===== config.mk =====
export PLATFORM = sky130hd
export DESIGN_NAME = sopoh_core
export DESIGN_NICKNAME = d
export VERILOG_FILES = /design/src/rtl/sopoh_pkg.sv /design/src/rtl/sopoh_core.sv
export SDC_FILE = /design/constraint.sdc
export NUM_CORES = 2
export LEC_CHECK = 0
export BUFFER_PORTS_ARGS = -buffer_cell sky130_fd_sc_hd__buf_2
export CAP_MARGIN = 0
export CORE_ASPECT_RATIO = 2
export CORE_MARGIN = 1
export CORE_UTILIZATION = 59
export CTS_BUF_LIST = sky130_fd_sc_hd__clkbuf_8
export CTS_CLUSTER_SIZE = 40
export DETAILED_ROUTE_END_ITERATION = 8
export PLACE_DENSITY = 0.75
export REMOVE_ABC_BUFFERS = 1
export SLEW_MARGIN = 40
export SYNTH_ARGS = -nofsm -noshare
export SYNTH_HDL_FRONTEND = slang
export SYNTH_SLANG_ARGS = --single-unit

===== constraint.sdc =====
create_clock -name clk_i -period 5.7 [get_ports clk_i]
set_input_delay 1.14 -clock clk_i [delete_from_list [all_inputs] [get_ports clk_i]]
set_output_delay 1.14 -clock clk_i [all_outputs]
set_load 0.1 [all_outputs]

===== src/rtl/sopoh_pkg.sv =====
/*
 * Constants and carrier types for the path overhead processor.
 * Assumes a byte-wide line stream with per-byte slot marking from the framer.
 */
package sopoh_pkg;
  // Register byte offsets
  localparam logic [11:0] SOPOH_CFG_OFF = 12'h000;
  localparam logic [11:0] SOPOH_TRC_OFF = 12'h004;
  localparam logic [11:0] SOPOH_LBL_OFF = 12'h008;
  localparam logic [11:0] SOPOH_RXLBL_OFF = 12'h00C;
  localparam logic [11:0] SOPOH_B3CNT_OFF = 12'h010;
  localparam logic [11:0] SOPOH_FEBECNT_OFF = 12'h014;
  localparam logic [11:0] SOPOH_ISTAT_OFF = 12'h018;
  localparam logic [11:0] SOPOH_IMASK_OFF = 12'h01C;
  localparam logic [11:0] SOPOH_TBUF_OFF = 12'h100;
  localparam logic [11:0] SOPOH_RBUF_OFF = 12'h200;
  // Field positions
  localparam int SOPOH_CFG_SRC = 0;
  localparam int SOPOH_CFG_SHORT = 2;
  localparam int SOPOH_CFG_C2SER = 3;
  localparam int SOPOH_CFG_FEBEREG = 4;
  localparam int SOPOH_CFG_RDIF = 5;
  localparam int SOPOH_CFG_FSINC = 6;
  localparam int SOPOH_CFG_FEBEV = 8;
  localparam int SOPOH_RX_UNST = 8;
  localparam int SOPOH_RX_RDI = 9;
  localparam int SOPOH_G1_FEBE = 4;
  localparam int SOPOH_G1_RDI = 3;
  // Trace sources
  localparam logic [1:0] SOPOH_TSRC_REG = 2'h0;
  localparam logic [1:0] SOPOH_TSRC_SER = 2'h1;
  localparam logic [1:0] SOPOH_TSRC_BUF = 2'h2;
  // Reset values
  localparam logic [7:0] SOPOH_LABEL_RST = 8'h13;
  localparam logic [7:0] SOPOH_TRACE_RST = 8'h00;
  localparam logic [3:0] SOPOH_MASK_RST = 4'h0;
  // Counts, limits and bus response codes
  localparam logic [5:0] SOPOH_TRACE_LAST_LONG = 6'h3F;
  localparam logic [5:0] SOPOH_TRACE_LAST_SHORT = 6'h0F;
  localparam logic [3:0] SOPOH_FEBE_MAX = 4'h8;
  localparam logic [2:0] SOPOH_STABLE_CNT = 3'h5;
  localparam logic [1:0] SOPOH_RESP_OKAY = 2'h0;
  localparam logic [1:0] SOPOH_RESP_SLVERR = 2'h2;

  typedef enum logic [1:0] {
    SLOT_J1 = 2'b00,
    SLOT_B3 = 2'b01,
    SLOT_C2 = 2'b10,
    SLOT_G1 = 2'b11
  } sopoh_slot_t;

  typedef struct packed {
    logic valid;
    logic poh;
    sopoh_slot_t slot;
    logic fstuff;
    logic [7:0] data;
  } sopoh_lane_t;

  typedef struct packed {
    logic awvalid;
    logic [11:0] awaddr;
    logic wvalid;
    logic [31:0] wdata;
    logic [3:0] wstrb;
    logic bready;
    logic arvalid;
    logic [11:0] araddr;
    logic rready;
  } sopoh_axi_req_t;

  typedef struct packed {
    logic awready;
    logic wready;
    logic bvalid;
    logic [1:0] bresp;
    logic arready;
    logic rvalid;
    logic [31:0] rdata;
    logic [1:0] rresp;
  } sopoh_axi_rsp_t;
endpackage


===== src/rtl/sopoh_core.sv =====
/*
 * Path overhead insert and monitor: trace, parity, label, status bytes.
 * Assumes the framer marks each SPE byte and each overhead slot on both lanes,
 * with J1 first in every frame; serial overhead pins are asynchronous.
 */
// Functional notes
// - Transmit the trace one byte per frame, repeating a 64 or 16 byte string.
// - Trace source is serial input, trace register or buffer; register default, reset zero.
// - Each received trace byte goes out serially and into the receive trace buffer.
// - Transmit parity covers every SPE byte, fixed stuff when enabled, sent next frame.
// - The serial overhead input can flip bits of the transmitted parity byte.
// - Receive parity of a frame is compared with the next frame's byte; mismatches count.
// - The received parity byte goes out on the serial overhead output.
// - Transmit label comes from the label register (reset 0x13) or the serial input.
// - The received label is held in a readable register and sent out serially.
// - A received label that changes between frames is flagged unstable.
// - Remote defect is sent when the request pin or its control bit is set.
// - The far-end error field carries last interval's error count, 0 to 8, or a register.
// - A status byte from the serial input overrides defect and error insertion.
// - Each legal received far-end error value adds to the far-end counter.
// - Received remote defect is detected and the whole status byte goes out serially.
module sopoh_core import sopoh_pkg::*; (
  // Clock and reset
  input wire logic clk_i,
  input wire logic resetn_i,
  // Register bus
  input wire sopoh_axi_req_t axi_req_i,
  output sopoh_axi_rsp_t axi_rsp_o,
  // Transmit line
  input wire sopoh_lane_t tx_lane_i,
  output sopoh_lane_t tx_lane_o,
  // Transmit overhead pins
  input wire logic tx_path_overhead_serial_in_i,
  input wire logic tx_poh_insert_i,
  input wire logic path_defect_request_in_i,
  // Receive line
  input wire sopoh_lane_t rx_lane_i,
  // Receive overhead pins
  output logic rx_path_overhead_serial_out_o,
  output logic rx_poh_start_o,
  output sopoh_slot_t rx_poh_slot_o,
  output logic rx_rdi_o,
  // Interrupt
  output logic irq_o
);

  typedef struct packed {
    logic [2:0] meta;
    logic [2:0] sync;
    logic [7:0] ser_sh;
    logic [1:0] trc_src;
    logic trc_short;
    logic c2_ser;
    logic febe_reg;
    logic rdi_force;
    logic fs_incl;
    logic [3:0] febe_val;
    logic [7:0] trc_reg;
    logic [7:0] lbl_reg;
    logic [63:0][7:0] tbuf;
    logic [63:0][7:0] rbuf;
    logic [5:0] tidx;
    logic [5:0] ridx;
    logic [7:0] tacc;
    logic [7:0] tb3;
    sopoh_lane_t txo;
    logic [7:0] racc;
    logic [7:0] rexp;
    logic rexp_ok;
    logic [3:0] febe_last;
    logic [15:0] b3_cnt;
    logic [15:0] febe_cnt;
    logic [7:0] rlbl;
    logic unstable;
    logic lbl_seen;
    logic [2:0] stab;
    logic rdi;
    logic [7:0] sout;
    logic start;
    sopoh_slot_t slot;
    logic [3:0] ist;
    logic [3:0] imask;
    logic irq;
    logic awr;
    logic aw_full;
    logic [11:0] awa;
    logic wr;
    logic w_full;
    logic [31:0] wd;
    logic [3:0] ws;
    logic bvalid;
    logic [1:0] bresp;
    logic arready;
    logic rvalid;
    logic [31:0] rdata;
    logic [1:0] rresp;
  } sopoh_state_t;

  sopoh_state_t s_r;
  sopoh_state_t s_nxt;

  logic tj1, tb3, tc2, tg1, rj1, rb3, rc2, rg1, rx_path_overhead_serial_out;
  logic ins, rdi_req, wr_fire, rd_fire, rd_ok, tx_inc, rx_inc;
  logic [5:0] trc_last;
  logic [3:0] bip, febe_tx, ev;
  logic [7:0] pb, tbase, rbase;
  logic [11:0] ra, wa;
  logic [31:0] rd_data;

  function automatic logic [3:0] sopoh_ones(input logic [7:0] v);
    logic [3:0] c;
    c = 4'h0;
    for (int i = 0; i < 8; i++) begin
      c = c + {3'h0, v[i]};
    end
    return c;
  endfunction

  assign tj1 = tx_lane_i.valid && tx_lane_i.poh && tx_lane_i.slot == SLOT_J1;
  assign tb3 = tx_lane_i.valid && tx_lane_i.poh && tx_lane_i.slot == SLOT_B3;
  assign tc2 = tx_lane_i.valid && tx_lane_i.poh && tx_lane_i.slot == SLOT_C2;
  assign tg1 = tx_lane_i.valid && tx_lane_i.poh && tx_lane_i.slot == SLOT_G1;
  assign rx_path_overhead_serial_out = rx_lane_i.valid && rx_lane_i.poh;
  assign rj1 = rx_path_overhead_serial_out && rx_lane_i.slot == SLOT_J1;
  assign rb3 = rx_path_overhead_serial_out && rx_lane_i.slot == SLOT_B3;
  assign rc2 = rx_path_overhead_serial_out && rx_lane_i.slot == SLOT_C2;
  assign rg1 = rx_path_overhead_serial_out && rx_lane_i.slot == SLOT_G1;
  assign ins = s_r.sync[1];
  assign rdi_req = s_r.sync[0] || s_r.rdi_force;
  assign trc_last = s_r.trc_short ? SOPOH_TRACE_LAST_SHORT : SOPOH_TRACE_LAST_LONG;
  assign bip = sopoh_ones(s_r.rexp ^ rx_lane_i.data);
  assign wr_fire = s_r.aw_full && s_r.w_full && !s_r.bvalid;
  assign rd_fire = s_r.arready && axi_req_i.arvalid;
  assign ra = {axi_req_i.araddr[11:2], 2'b00};
  assign wa = {s_r.awa[11:2], 2'b00};

  // Read data decode
  always_comb begin
    rd_data = 32'h0;
    rd_ok = 1'b1;
    if (ra == SOPOH_CFG_OFF) begin
      rd_data[SOPOH_CFG_SRC +: 2] = s_r.trc_src;
      rd_data[SOPOH_CFG_SHORT] = s_r.trc_short;
      rd_data[SOPOH_CFG_C2SER] = s_r.c2_ser;
      rd_data[SOPOH_CFG_FEBEREG] = s_r.febe_reg;
      rd_data[SOPOH_CFG_RDIF] = s_r.rdi_force;
      rd_data[SOPOH_CFG_FSINC] = s_r.fs_incl;
      rd_data[SOPOH_CFG_FEBEV +: 4] = s_r.febe_val;
    end else if (ra == SOPOH_TRC_OFF) begin
      rd_data[7:0] = s_r.trc_reg;
    end else if (ra == SOPOH_LBL_OFF) begin
      rd_data[7:0] = s_r.lbl_reg;
    end else if (ra == SOPOH_RXLBL_OFF) begin
      rd_data[7:0] = s_r.rlbl;
      rd_data[SOPOH_RX_UNST] = s_r.unstable;
      rd_data[SOPOH_RX_RDI] = s_r.rdi;
    end else if (ra == SOPOH_B3CNT_OFF) begin
      rd_data[15:0] = s_r.b3_cnt;
    end else if (ra == SOPOH_FEBECNT_OFF) begin
      rd_data[15:0] = s_r.febe_cnt;
    end else if (ra == SOPOH_ISTAT_OFF) begin
      rd_data[3:0] = s_r.ist;
    end else if (ra == SOPOH_IMASK_OFF) begin
      rd_data[3:0] = s_r.imask;
    end else if (ra[11:8] == SOPOH_TBUF_OFF[11:8]) begin
      rd_data[7:0] = s_r.tbuf[ra[7:2]];
    end else if (ra[11:8] == SOPOH_RBUF_OFF[11:8]) begin
      rd_data[7:0] = s_r.rbuf[ra[7:2]];
    end else begin
      rd_ok = 1'b0;
    end
  end

  always_comb begin
    s_nxt = s_r;
    pb = tx_lane_i.data;
    ev = 4'h0;
    // Pin synchronisers and serial overhead assembly
    s_nxt.meta = {tx_path_overhead_serial_in_i, tx_poh_insert_i, path_defect_request_in_i};
    s_nxt.sync = s_r.meta;
    s_nxt.ser_sh = {s_r.ser_sh[6:0], s_r.sync[2]};

    // Write channel
    if (s_r.awr && axi_req_i.awvalid) begin
      s_nxt.aw_full = 1'b1;
      s_nxt.awa = axi_req_i.awaddr;
    end
    if (s_r.wr && axi_req_i.wvalid) begin
      s_nxt.w_full = 1'b1;
      s_nxt.wd = axi_req_i.wdata;
      s_nxt.ws = axi_req_i.wstrb;
    end
    if (s_r.bvalid && axi_req_i.bready) begin
      s_nxt.bvalid = 1'b0;
    end
    if (wr_fire) begin
      s_nxt.aw_full = 1'b0;
      s_nxt.w_full = 1'b0;
      s_nxt.bvalid = 1'b1;
      s_nxt.bresp = SOPOH_RESP_OKAY;
      if (wa == SOPOH_CFG_OFF) begin
        if (s_r.ws[0]) begin
          s_nxt.trc_src = s_r.wd[SOPOH_CFG_SRC +: 2];
          s_nxt.trc_short = s_r.wd[SOPOH_CFG_SHORT];
          s_nxt.c2_ser = s_r.wd[SOPOH_CFG_C2SER];
          s_nxt.febe_reg = s_r.wd[SOPOH_CFG_FEBEREG];
          s_nxt.rdi_force = s_r.wd[SOPOH_CFG_RDIF];
          s_nxt.fs_incl = s_r.wd[SOPOH_CFG_FSINC];
        end
        if (s_r.ws[1]) begin
          s_nxt.febe_val = s_r.wd[SOPOH_CFG_FEBEV +: 4];
        end
      end else if (wa == SOPOH_TRC_OFF) begin
        if (s_r.ws[0]) begin
          s_nxt.trc_reg = s_r.wd[7:0];
        end
      end else if (wa == SOPOH_LBL_OFF) begin
        if (s_r.ws[0]) begin
          s_nxt.lbl_reg = s_r.wd[7:0];
        end
      end else if (wa == SOPOH_B3CNT_OFF) begin
        s_nxt.b3_cnt = 16'h0;
      end else if (wa == SOPOH_FEBECNT_OFF) begin
        s_nxt.febe_cnt = 16'h0;
      end else if (wa == SOPOH_IMASK_OFF) begin
        if (s_r.ws[0]) begin
          s_nxt.imask = s_r.wd[3:0];
        end
      end else if (wa[11:8] == SOPOH_TBUF_OFF[11:8]) begin
        if (s_r.ws[0]) begin
          s_nxt.tbuf[wa[7:2]] = s_r.wd[7:0];
        end
      end else if (wa == SOPOH_RXLBL_OFF || wa == SOPOH_ISTAT_OFF) begin
        s_nxt.bresp = SOPOH_RESP_OKAY;
      end else if (wa[11:8] == SOPOH_RBUF_OFF[11:8]) begin
        s_nxt.bresp = SOPOH_RESP_OKAY;
      end else begin
        s_nxt.bresp = SOPOH_RESP_SLVERR;
      end
    end
    s_nxt.awr = !s_nxt.aw_full && !s_nxt.bvalid;
    s_nxt.wr = !s_nxt.w_full && !s_nxt.bvalid;

    // Read channel
    if (s_r.rvalid && axi_req_i.rready) begin
      s_nxt.rvalid = 1'b0;
    end
    if (rd_fire) begin
      s_nxt.rvalid = 1'b1;
      s_nxt.rdata = rd_data;
      s_nxt.rresp = rd_ok ? SOPOH_RESP_OKAY : SOPOH_RESP_SLVERR;
    end
    s_nxt.arready = !s_nxt.rvalid;

    // Transmit overhead insertion
    febe_tx = s_r.febe_last;
    if (s_r.febe_reg) begin
      febe_tx = (s_r.febe_val > SOPOH_FEBE_MAX) ? SOPOH_FEBE_MAX : s_r.febe_val;
    end
    if (tj1) begin
      if (s_r.trc_src == SOPOH_TSRC_SER) begin
        pb = s_r.ser_sh;
      end else if (s_r.trc_src == SOPOH_TSRC_BUF) begin
        pb = s_r.tbuf[s_r.tidx];
      end else begin
        pb = s_r.trc_reg;
      end
      s_nxt.tidx = (s_r.tidx >= trc_last) ? 6'h00 : s_r.tidx + 6'h01;
      s_nxt.tb3 = s_r.tacc;
    end else if (tb3) begin
      pb = s_r.tb3 ^ (ins ? s_r.ser_sh : 8'h00);
    end else if (tc2) begin
      pb = s_r.c2_ser ? s_r.ser_sh : s_r.lbl_reg;
    end else if (tg1) begin
      pb = {febe_tx, rdi_req, 3'h0};
      if (ins) begin
        pb = s_r.ser_sh;
      end
    end
    s_nxt.txo = tx_lane_i;
    s_nxt.txo.data = pb;
    tbase = tj1 ? 8'h00 : s_r.tacc;
    tx_inc = tx_lane_i.valid && (!tx_lane_i.fstuff || s_r.fs_incl);
    s_nxt.tacc = tx_inc ? tbase ^ pb : tbase;

    // Receive parity
    rbase = rj1 ? 8'h00 : s_r.racc;
    rx_inc = rx_lane_i.valid && (!rx_lane_i.fstuff || s_r.fs_incl);
    s_nxt.racc = rx_inc ? rbase ^ rx_lane_i.data : rbase;
    if (rj1) begin
      s_nxt.rexp = s_r.racc;
      s_nxt.rexp_ok = 1'b1;
      s_nxt.rbuf[s_r.ridx] = rx_lane_i.data;
      s_nxt.ridx = (s_r.ridx >= trc_last) ? 6'h00 : s_r.ridx + 6'h01;
    end
    if (rb3 && s_r.rexp_ok) begin
      s_nxt.febe_last = bip;
      s_nxt.b3_cnt = s_nxt.b3_cnt + {12'h0, bip};
      ev[0] = bip != 4'h0;
    end
    // Receive label
    if (rc2) begin
      s_nxt.rlbl = rx_lane_i.data;
      s_nxt.lbl_seen = 1'b1;
      if (s_r.lbl_seen && rx_lane_i.data != s_r.rlbl) begin
        s_nxt.unstable = 1'b1;
        s_nxt.stab = 3'h0;
      end else if (s_r.stab >= SOPOH_STABLE_CNT - 3'h1) begin
        s_nxt.unstable = 1'b0;
      end else begin
        s_nxt.stab = s_r.stab + 3'h1;
      end
      ev[1] = s_nxt.unstable != s_r.unstable;
    end
    // Receive status
    if (rg1) begin
      if (rx_lane_i.data[SOPOH_G1_FEBE +: 4] <= SOPOH_FEBE_MAX) begin
        s_nxt.febe_cnt = s_nxt.febe_cnt + {12'h0, rx_lane_i.data[SOPOH_G1_FEBE +: 4]};
        ev[2] = rx_lane_i.data[SOPOH_G1_FEBE +: 4] != 4'h0;
      end
      s_nxt.rdi = rx_lane_i.data[SOPOH_G1_RDI];
      ev[3] = rx_lane_i.data[SOPOH_G1_RDI] != s_r.rdi;
    end
    // Serial overhead output
    s_nxt.start = rx_path_overhead_serial_out;
    if (rx_path_overhead_serial_out) begin
      s_nxt.sout = rx_lane_i.data;
      s_nxt.slot = rx_lane_i.slot;
    end else begin
      s_nxt.sout = {s_r.sout[6:0], 1'b0};
    end

    // Interrupt status, read clears, new events win
    if (rd_fire && ra == SOPOH_ISTAT_OFF) begin
      s_nxt.ist = 4'h0;
    end
    s_nxt.ist = s_nxt.ist | ev;
    s_nxt.irq = |(s_nxt.ist & s_nxt.imask);
  end

  always_ff @(posedge clk_i) begin
    if (!resetn_i) begin
      s_r <= '0;
      s_r.trc_reg <= SOPOH_TRACE_RST;
      s_r.lbl_reg <= SOPOH_LABEL_RST;
      s_r.imask <= SOPOH_MASK_RST;
    end else begin
      s_r <= s_nxt;
    end
  end

  assign axi_rsp_o = '{awready: s_r.awr, wready: s_r.wr, bvalid: s_r.bvalid,
                       bresp: s_r.bresp, arready: s_r.arready, rvalid: s_r.rvalid,
                       rdata: s_r.rdata, rresp: s_r.rresp};
  assign tx_lane_o = s_r.txo;
  assign rx_path_overhead_serial_out_o = s_r.sout[7];
  assign rx_poh_start_o = s_r.start;
  assign rx_poh_slot_o = s_r.slot;
  assign rx_rdi_o = s_r.rdi;
  assign irq_o = s_r.irq;

  trace_reg_src_a: assert property (@(posedge clk_i) disable iff (!resetn_i)
    tj1 && s_r.trc_src == SOPOH_TSRC_REG |=> tx_lane_o.data == $past(s_r.trc_reg))
    else $error("trace register byte not sent");
  trace_wrap_a: assert property (@(posedge clk_i) disable iff (!resetn_i)
    tj1 && s_r.tidx >= trc_last |=> s_r.tidx == 6'h00)
    else $error("trace index did not wrap");
  parity_send_a: assert property (@(posedge clk_i) disable iff (!resetn_i)
    tb3 && !ins |=> tx_lane_o.data == $past(s_r.tb3))
    else $error("parity byte wrong");
  parity_inject_a: assert property (@(posedge clk_i) disable iff (!resetn_i)
    tb3 && ins |=> tx_lane_o.data == ($past(s_r.tb3) ^ $past(s_r.ser_sh)))
    else $error("parity error mask not applied");
  label_src_a: assert property (@(posedge clk_i) disable iff (!resetn_i)
    tc2 && !s_r.c2_ser |=> tx_lane_o.data == $past(s_r.lbl_reg))
    else $error("label register byte not sent");
  status_override_a: assert property (@(posedge clk_i) disable iff (!resetn_i)
    tg1 && ins |=> tx_lane_o.data == $past(s_r.ser_sh))
    else $error("serial status byte not sent");
  defect_send_a: assert property (@(posedge clk_i) disable iff (!resetn_i)
    tg1 && !ins && rdi_req |=> tx_lane_o.data[SOPOH_G1_RDI])
    else $error("remote defect not sent");
  febe_range_a: assert property (@(posedge clk_i) disable iff (!resetn_i)
    tg1 && !ins |=> tx_lane_o.data[SOPOH_G1_FEBE +: 4] <= SOPOH_FEBE_MAX)
    else $error("far-end field above eight");
  parity_count_a: assert property (@(posedge clk_i) disable iff (!resetn_i)
    rb3 && s_r.rexp_ok && !wr_fire |=> s_r.b3_cnt == $past(s_r.b3_cnt) + $past(bip))
    else $error("parity error count wrong");
  febe_ignore_a: assert property (@(posedge clk_i) disable iff (!resetn_i)
    rg1 && rx_lane_i.data[7:4] > SOPOH_FEBE_MAX && !wr_fire |=> $stable(s_r.febe_cnt))
    else $error("illegal far-end value counted");
  label_capture_a: assert property (@(posedge clk_i) disable iff (!resetn_i)
    rc2 |=> s_r.rlbl == $past(rx_lane_i.data))
    else $error("label not captured");
  label_unstable_a: assert property (@(posedge clk_i) disable iff (!resetn_i)
    rc2 && s_r.lbl_seen && rx_lane_i.data != s_r.rlbl |=> s_r.unstable)
    else $error("label change not flagged");
  serial_out_a: assert property (@(posedge clk_i) disable iff (!resetn_i)
    rx_path_overhead_serial_out ##1 !rx_path_overhead_serial_out |-> rx_path_overhead_serial_out_o == $past(rx_lane_i.data[7])
      ##1 rx_path_overhead_serial_out_o == $past(rx_lane_i.data[6], 2))
    else $error("serial overhead bits wrong");
endmodule


=== After elaboration in Yosys (flattened, before gate mapping) ===
Index checks and enable logic that the tools add are counted.

* Bits in registers: 1,268
* Input port bits: 96

* Add/subtract/negate cells: 12
* $lt $le $gt $ge: 11
* Equality and inequality tests: 30
* Multiplexer cells: 114
* Bitwise logic cells: 12
* Reduce and logical (&&, ||, !) cells: 51

{| class="wikitable"
|+ Operators with widths
! cell !! count
|-
| 512-bit bitwise mux || 2
|-
| 8-bit 2-to-1 mux || 35
|-
| 8-bit binary-select mux with 6-bit select || 3
|-
| 32-bit 2-to-1 mux || 4
|-
| 16-bit 2-to-1 mux || 7
|-
| 8-bit demux with 6-bit select || 2
|-
| 10-bit by 3-bit equality test with 1-bit output (second input constant) || 8
|-
| 4-bit 2-to-1 mux || 17
|-
| 10-bit by 2-bit equality test with 1-bit output (second input constant) || 4
|-
| 37-bit 2-to-1 mux || 1
|-
| 35-bit 2-to-1 mux || 1
|-
| 16-bit by 4-bit adder with 16-bit output || 2
|-
| 8-bit bitwise XOR || 4
|-
| 6-bit by 7-bit < comparator with 1-bit output (second input constant) || 4
|-
| 1-bit logical AND || 26
|-
| 12-bit logical NOT || 2
|-
| 6-bit 2-to-1 mux || 4
|-
| 2-bit 2-to-1 mux || 11
|-
| 1-bit 2-to-1 mux || 21
|-
| 10-bit by 1-bit equality test with 1-bit output (second input constant) || 2
|-
| 4-bit by 1-bit adder with 4-bit output || 4
|-
| 13-bit 2-to-1 mux || 1
|-
| 6-bit by 1-bit adder with 6-bit output (second input constant) || 2
|-
| 6-bit by 1-bit greater-or-equal comparator with 1-bit output (second input constant) || 2
|-
| 31 further kinds || 61
|}

=== Logic depth before layout (Yosys ltp) ===
* Word-level depth: 22
* Mapped depth: 20
* Mapped depth without buffers: 18

=== Least setup slack after synthesis ===
OpenSTA, ideal clock, no wires.

* Kind: input port to flip-flop
* Start point: in rx_lane_i[3] in the netlist's numbering
* End point: reg s_r[155] in the netlist's numbering
* Library setup time: 0.065 ns
* Data arrival time: 5.694 ns
* Setup slack: -0.059 ns
* Stages: 19
* Buffers on the path: 2
* Cell sequence: clkbuf_1 buf_1 xor2_1 fa_1 fa_1 inv_1 fa_1 inv_1 ha_1 inv_1 fa_1 fa_1 nor2b_1 o21ai_0 a21oi_1 nand3_1 nor2b_1 mux2_2 nor2_1

* Word-level cells in the longest chain between the ends: 8

{| class="wikitable"
|+ RTL lines
! item !! RTL line !! RTL
|-
| start: declaration || sopoh_core.sv:37 || <nowiki>input wire sopoh_lane_t rx_lane_i,</nowiki>
|-
| 8-bit bitwise XOR || sopoh_core.sv:131 || <nowiki>assign bip = sopoh_ones(s_r.rexp ^ rx_lane_i.data);</nowiki>
|-
| 3-bit by 1-bit adder with 4-bit output || sopoh_core.sv:114 || <nowiki>c = c + {3'h0, v[i]};</nowiki>
|-
| 4-bit by 1-bit adder with 4-bit output (4 in series) || sopoh_core.sv:114 ||
|-
| 16-bit by 4-bit adder with 16-bit output || sopoh_core.sv:298 || <nowiki>s_nxt.b3_cnt = s_nxt.b3_cnt + {12'h0, bip};</nowiki>
|-
| 16-bit 2-to-1 mux || sopoh_core.sv:296 || <nowiki>if (rb3 && s_r.rexp_ok) begin</nowiki>
|-
| end signal: assignment || sopoh_core.sv:348 || <nowiki>s_r <= s_nxt;</nowiki>
|-
| end: declaration || sopoh_core.sv:99 || <nowiki>sopoh_state_t s_r;</nowiki>
|}

No other way between the ends.
A chain may end at the register's enable or synchronous reset.

=== Worst setup path in the final report ===
* Start point: reg s_r[165] in the netlist's numbering
* End point: reg s_r[155] in the netlist's numbering

* Word-level cells in the longest chain between the ends: 8

{| class="wikitable"
|+ RTL lines
! item !! RTL line
|-
| 8-bit bitwise XOR || sopoh_core.sv:131
|-
| 3-bit by 1-bit adder with 4-bit output || sopoh_core.sv:114
|-
| 4-bit by 1-bit adder with 4-bit output (4 in series) || sopoh_core.sv:114
|-
| 16-bit by 4-bit adder with 16-bit output || sopoh_core.sv:298
|-
| 16-bit 2-to-1 mux || sopoh_core.sv:296
|}

No other way between the ends.

==> results by group <==
Die
  – Die ar.: 104000 µm²
  – Die X: 228 µm
  – I/O pins: 156
  – # rows: 165
  – Initial Util: 59.6%
  – CORE AREA: 101000 µm²
  – Die Span Y: 454 µm

Route
  – Wire per inst: 27.1 µm
  – Initial drt markers: 6748
  – # DRC: 0
  – DRT Pass-1 Iters: 9
  – ANT nets after route: 0
  – Via density: 6.77
  – Total wire length: 215000 µm
  – Vias: 53.6k

Timing
  – Clock Skew: 0.0372 ns
  – Hold Fails Final Rpt: 0
  – Final worst path period share: 86.0%
  – Unrepaired setup endpoints after global routing: no
  – Final setup violation count: 0
  – Slew @ Worst Pin: 1.04 ns
  – Setup_tns: 0 ns
  – Worst slew margin: 30.4%
  – Tmin final: 4.90 ns
  – Max Clk Rate: 204 MHz
  – Hold slack: 0.428 ns
  – Final max-slew violation count: 0
  – Setup ws final: 0.797 ns

GRT
  – Initial antenna violation count: 15
  – Largest net degree at the start of global routing: 192
  – Vias in the first global route: 52.0k
  – First-pass GRT wire length: 321000 µm
  – GRT Overall Usage: 41.2%
  – Grt ovf: 0

Setup path
  – WP buf/inv: 5
  – Worst path most repeated cell: fa_1
  – CP arrival: 5.75 ns
  – Worst EP required: 6.55 ns
  – Delay-heaviest family, CP: adder cells
  – Crit end category: register
  – CP Launch Type: register
  – Worst Setup Path Type: register to register
  – CP max FO: 3
  – Crit path cell chain: xor2_1, fa_1, fa_1, buf_12, inv_1, fa_1, inv_1, ha_1, inv_1, fa_1, fa_1, nor2b_1, o21ai_0, a21oi_1, buf_4, nand3_1, nor2b_1, mux2_2, nor2_1
  – Critical path's slowest cell: fa_1
  – Crit path largest cell delay: 0.58 ns

Yosys
  – Post-Synthesis Cells: 6632
  – Yosys warns: 0
  – Sequential-to-total area share from yosys stat: 41.3%
  – Async SR Flop Fraction: 0%
  – Synth Flop Type: dfxtp_1
  – Post-synth EDFFs: 0
  – Syn Area/Cell: 9.09 µm²
  – Post-Syn Area: 60300 µm²
  – Count of cell types in the netlist: 78
  – Synth Register Bits: 1242

Clock network
  – Later-pin clock latency in the skew report: 0.93 ns
  – Root buffer cell: clkbuf_8
  – Num CTS Buffers: 172
  – TritonCTS clock tree: built
  – Clk sink count: 1242
  – Post-CTS setup buffers: 0
  – Number of hold buffers added after CTS: 0
  – Clock Tree Buf Depth: 3
  – Clk slew on worst S/H paths: 0.07 ns
  – Post-CTS resize count: 0
  – H-tree depth: 4

Run status
  – Status: finished, final reports clean

Final layout
  – Share of cells above drive strength 1: 16.7%
  – Area grow syn2layout: 8.27%
  – Commonest non-fill, non-tap cells in the layout: dfxtp_1, nand2_1, a21oi_1
  – Commonest non-fill, non-tap cell in the layout: dfxtp_1
  – Final Cell Area: 65300 µm²
  – Fin nets: 6566

Min path
  – Hold Crit Class: primary input to register

Place
  – RD Place Congestion: 1.01
  – Area after DPL: 61600 µm²
  – I/O Buffers: 111
  – Hpwl dp: 143000 µm
  – Place WS: -0.118 ns

Power and ir drop
  – Pwr dens: 265 nW/µm²
  – Max VDD drop: 258 µV
  – Leakage: 21.1 nW
  – Total power: 0.0173 W

Job
  – Max-cap violations: 0
[logic make-up (layout without fill, tap and decap cells)]
logic type	Yosys count	in the layout	share of synthesized area [%]
compound gates	1608	1608	14.4
buf+inv	717	645	5.22
xor+xnor	70	70	1.02
flops	1242	1242	41.3
mux	817	817	22.2
simple gates	2153	2153	15.3
other cells	1	27	0.00622
fa+ha+maj	24	24	0.573
[through the flow]
stage | std cells | utilization (%)
6_report | 7922 | 64.5
5_1_grt | 7916 | 64.5
4_1_cts | 7910 | 64.4
3_5_place_dp | 7605 | 60.9
3_3_place_gp | 7598 | 60.7
2_1_floorplan | 5966 | -
[power by group]
part / switching, W / internal (W) / total (W) / leakage (nW)
sequential: 0.0000450 / 0.00872 / 0.00876 / 10.0
combinational: 0.000920 / 0.000330 / 0.00125 / 9.08
clock: 0.00353 / 0.00377 / 0.00729 / 2.03
[routing by layer]
layer / vias up / GRT usage, % / routed length [µm]
met5: - / 0 / 79
met4: 12 / 41.9 / 25800
met3: 1177 / 10.2 / 20200
met2: 3447 / 68.0 / 102000
met1: 25827 / 41.7 / 66900
li1: 23185 / - / -
[path summary, 6_finish.rpt]
kind,from,endpoint,slack [ns],depth (start not counted)
min,path_defect_request_in_i,s_nxt[1278],0.43,2
max reg2reg,s_r[165],s_r[155],0.80,19
max,s_r[165],s_r[155],0.80,19
min reg2reg,s_nxt[1278],s_r[1278],0.44,1
[cells in the mapped netlist, types with 9 or more instances]
| master | instances | share of area (%) |
|---|---|---|
| inv_1 | 32 | 0.20 |
| nand3b_1 | 14 | 0.17 |
| mux2i_1 | 380 | 6.3 |
| nor3b_1 | 11 | 0.14 |
| o211ai_1 | 9 | 0.11 |
| xnor2_1 | 37 | 0.54 |
| a22oi_1 | 41 | 0.51 |
| o21ai_1 | 10 | 0.083 |
| a221oi_1 | 16 | 0.23 |
| and3_1 | 22 | 0.23 |
| buf_4 | 82 | 1.0 |
| nand3_1 | 351 | 2.9 |
| a311oi_1 | 9 | 0.13 |
| a211oi_1 | 19 | 0.24 |
| nor2_1 | 487 | 3.0 |
| xor2_1 | 33 | 0.48 |
| nor2_2 | 29 | 0.30 |
| o31ai_1 | 11 | 0.14 |
| o21ai_0 | 480 | 4.0 |
| buf_6 | 11 | 0.21 |
| nor2b_1 | 27 | 0.28 |
| nand2b_1 | 11 | 0.11 |
| a21oi_1 | 904 | 7.5 |
| o221ai_1 | 20 | 0.29 |
| and2_1 | 42 | 0.44 |
| o22ai_1 | 13 | 0.13 |
| nand4_1 | 19 | 0.20 |
| nand2_1 | 1065 | 6.6 |
| mux2_2 | 23 | 0.43 |
| dfxtp_1 | 1242 | 41 |
| nor3_1 | 33 | 0.27 |
| buf_2 | 51 | 0.42 |
| buf_1 | 48 | 0.30 |
| mux4_2 | 414 | 15 |
| ha_1 | 18 | 0.37 |
| a22o_1 | 13 | 0.19 |
| clkbuf_1 | 491 | 3.1 |
[sequential cells by signal, indices dropped and copies added, names as in the netlist, 2 cells and up]
register / flops
axi_rsp_o: 23
rx_poh_slot_o: 2
s_nxt: 11
s_r: 1188
tx_lane_o: 13
[final cells by class]
class                   instances  area (µm²)
inverters                      34         140
well taps                    1336        1670
fillers                      8406       35900
flip-flops and latches       1242       24900
clock buffers                 223        3070
diodes                          9        22.5
repair buffers                306        2430
clock inverters                82         520
multi-input cells            4690       32500
[worst register-to-register path, stage by stage (launching register included)]
cell	delay (ns)
dfxtp_1	0.37
xor2_1	0.23
fa_1	0.46
fa_1	0.58
buf_12	0.15
inv_1	0.05
fa_1	0.43
inv_1	0.08
ha_1	0.15
inv_1	0.06
fa_1	0.54
fa_1	0.47
nor2b_1	0.16
o21ai_0	0.10
a21oi_1	0.15
buf_4	0.14
nand3_1	0.13
nor2b_1	0.15
mux2_2	0.34
nor2_1	0.07
Power figures use the tool's default switching activity.
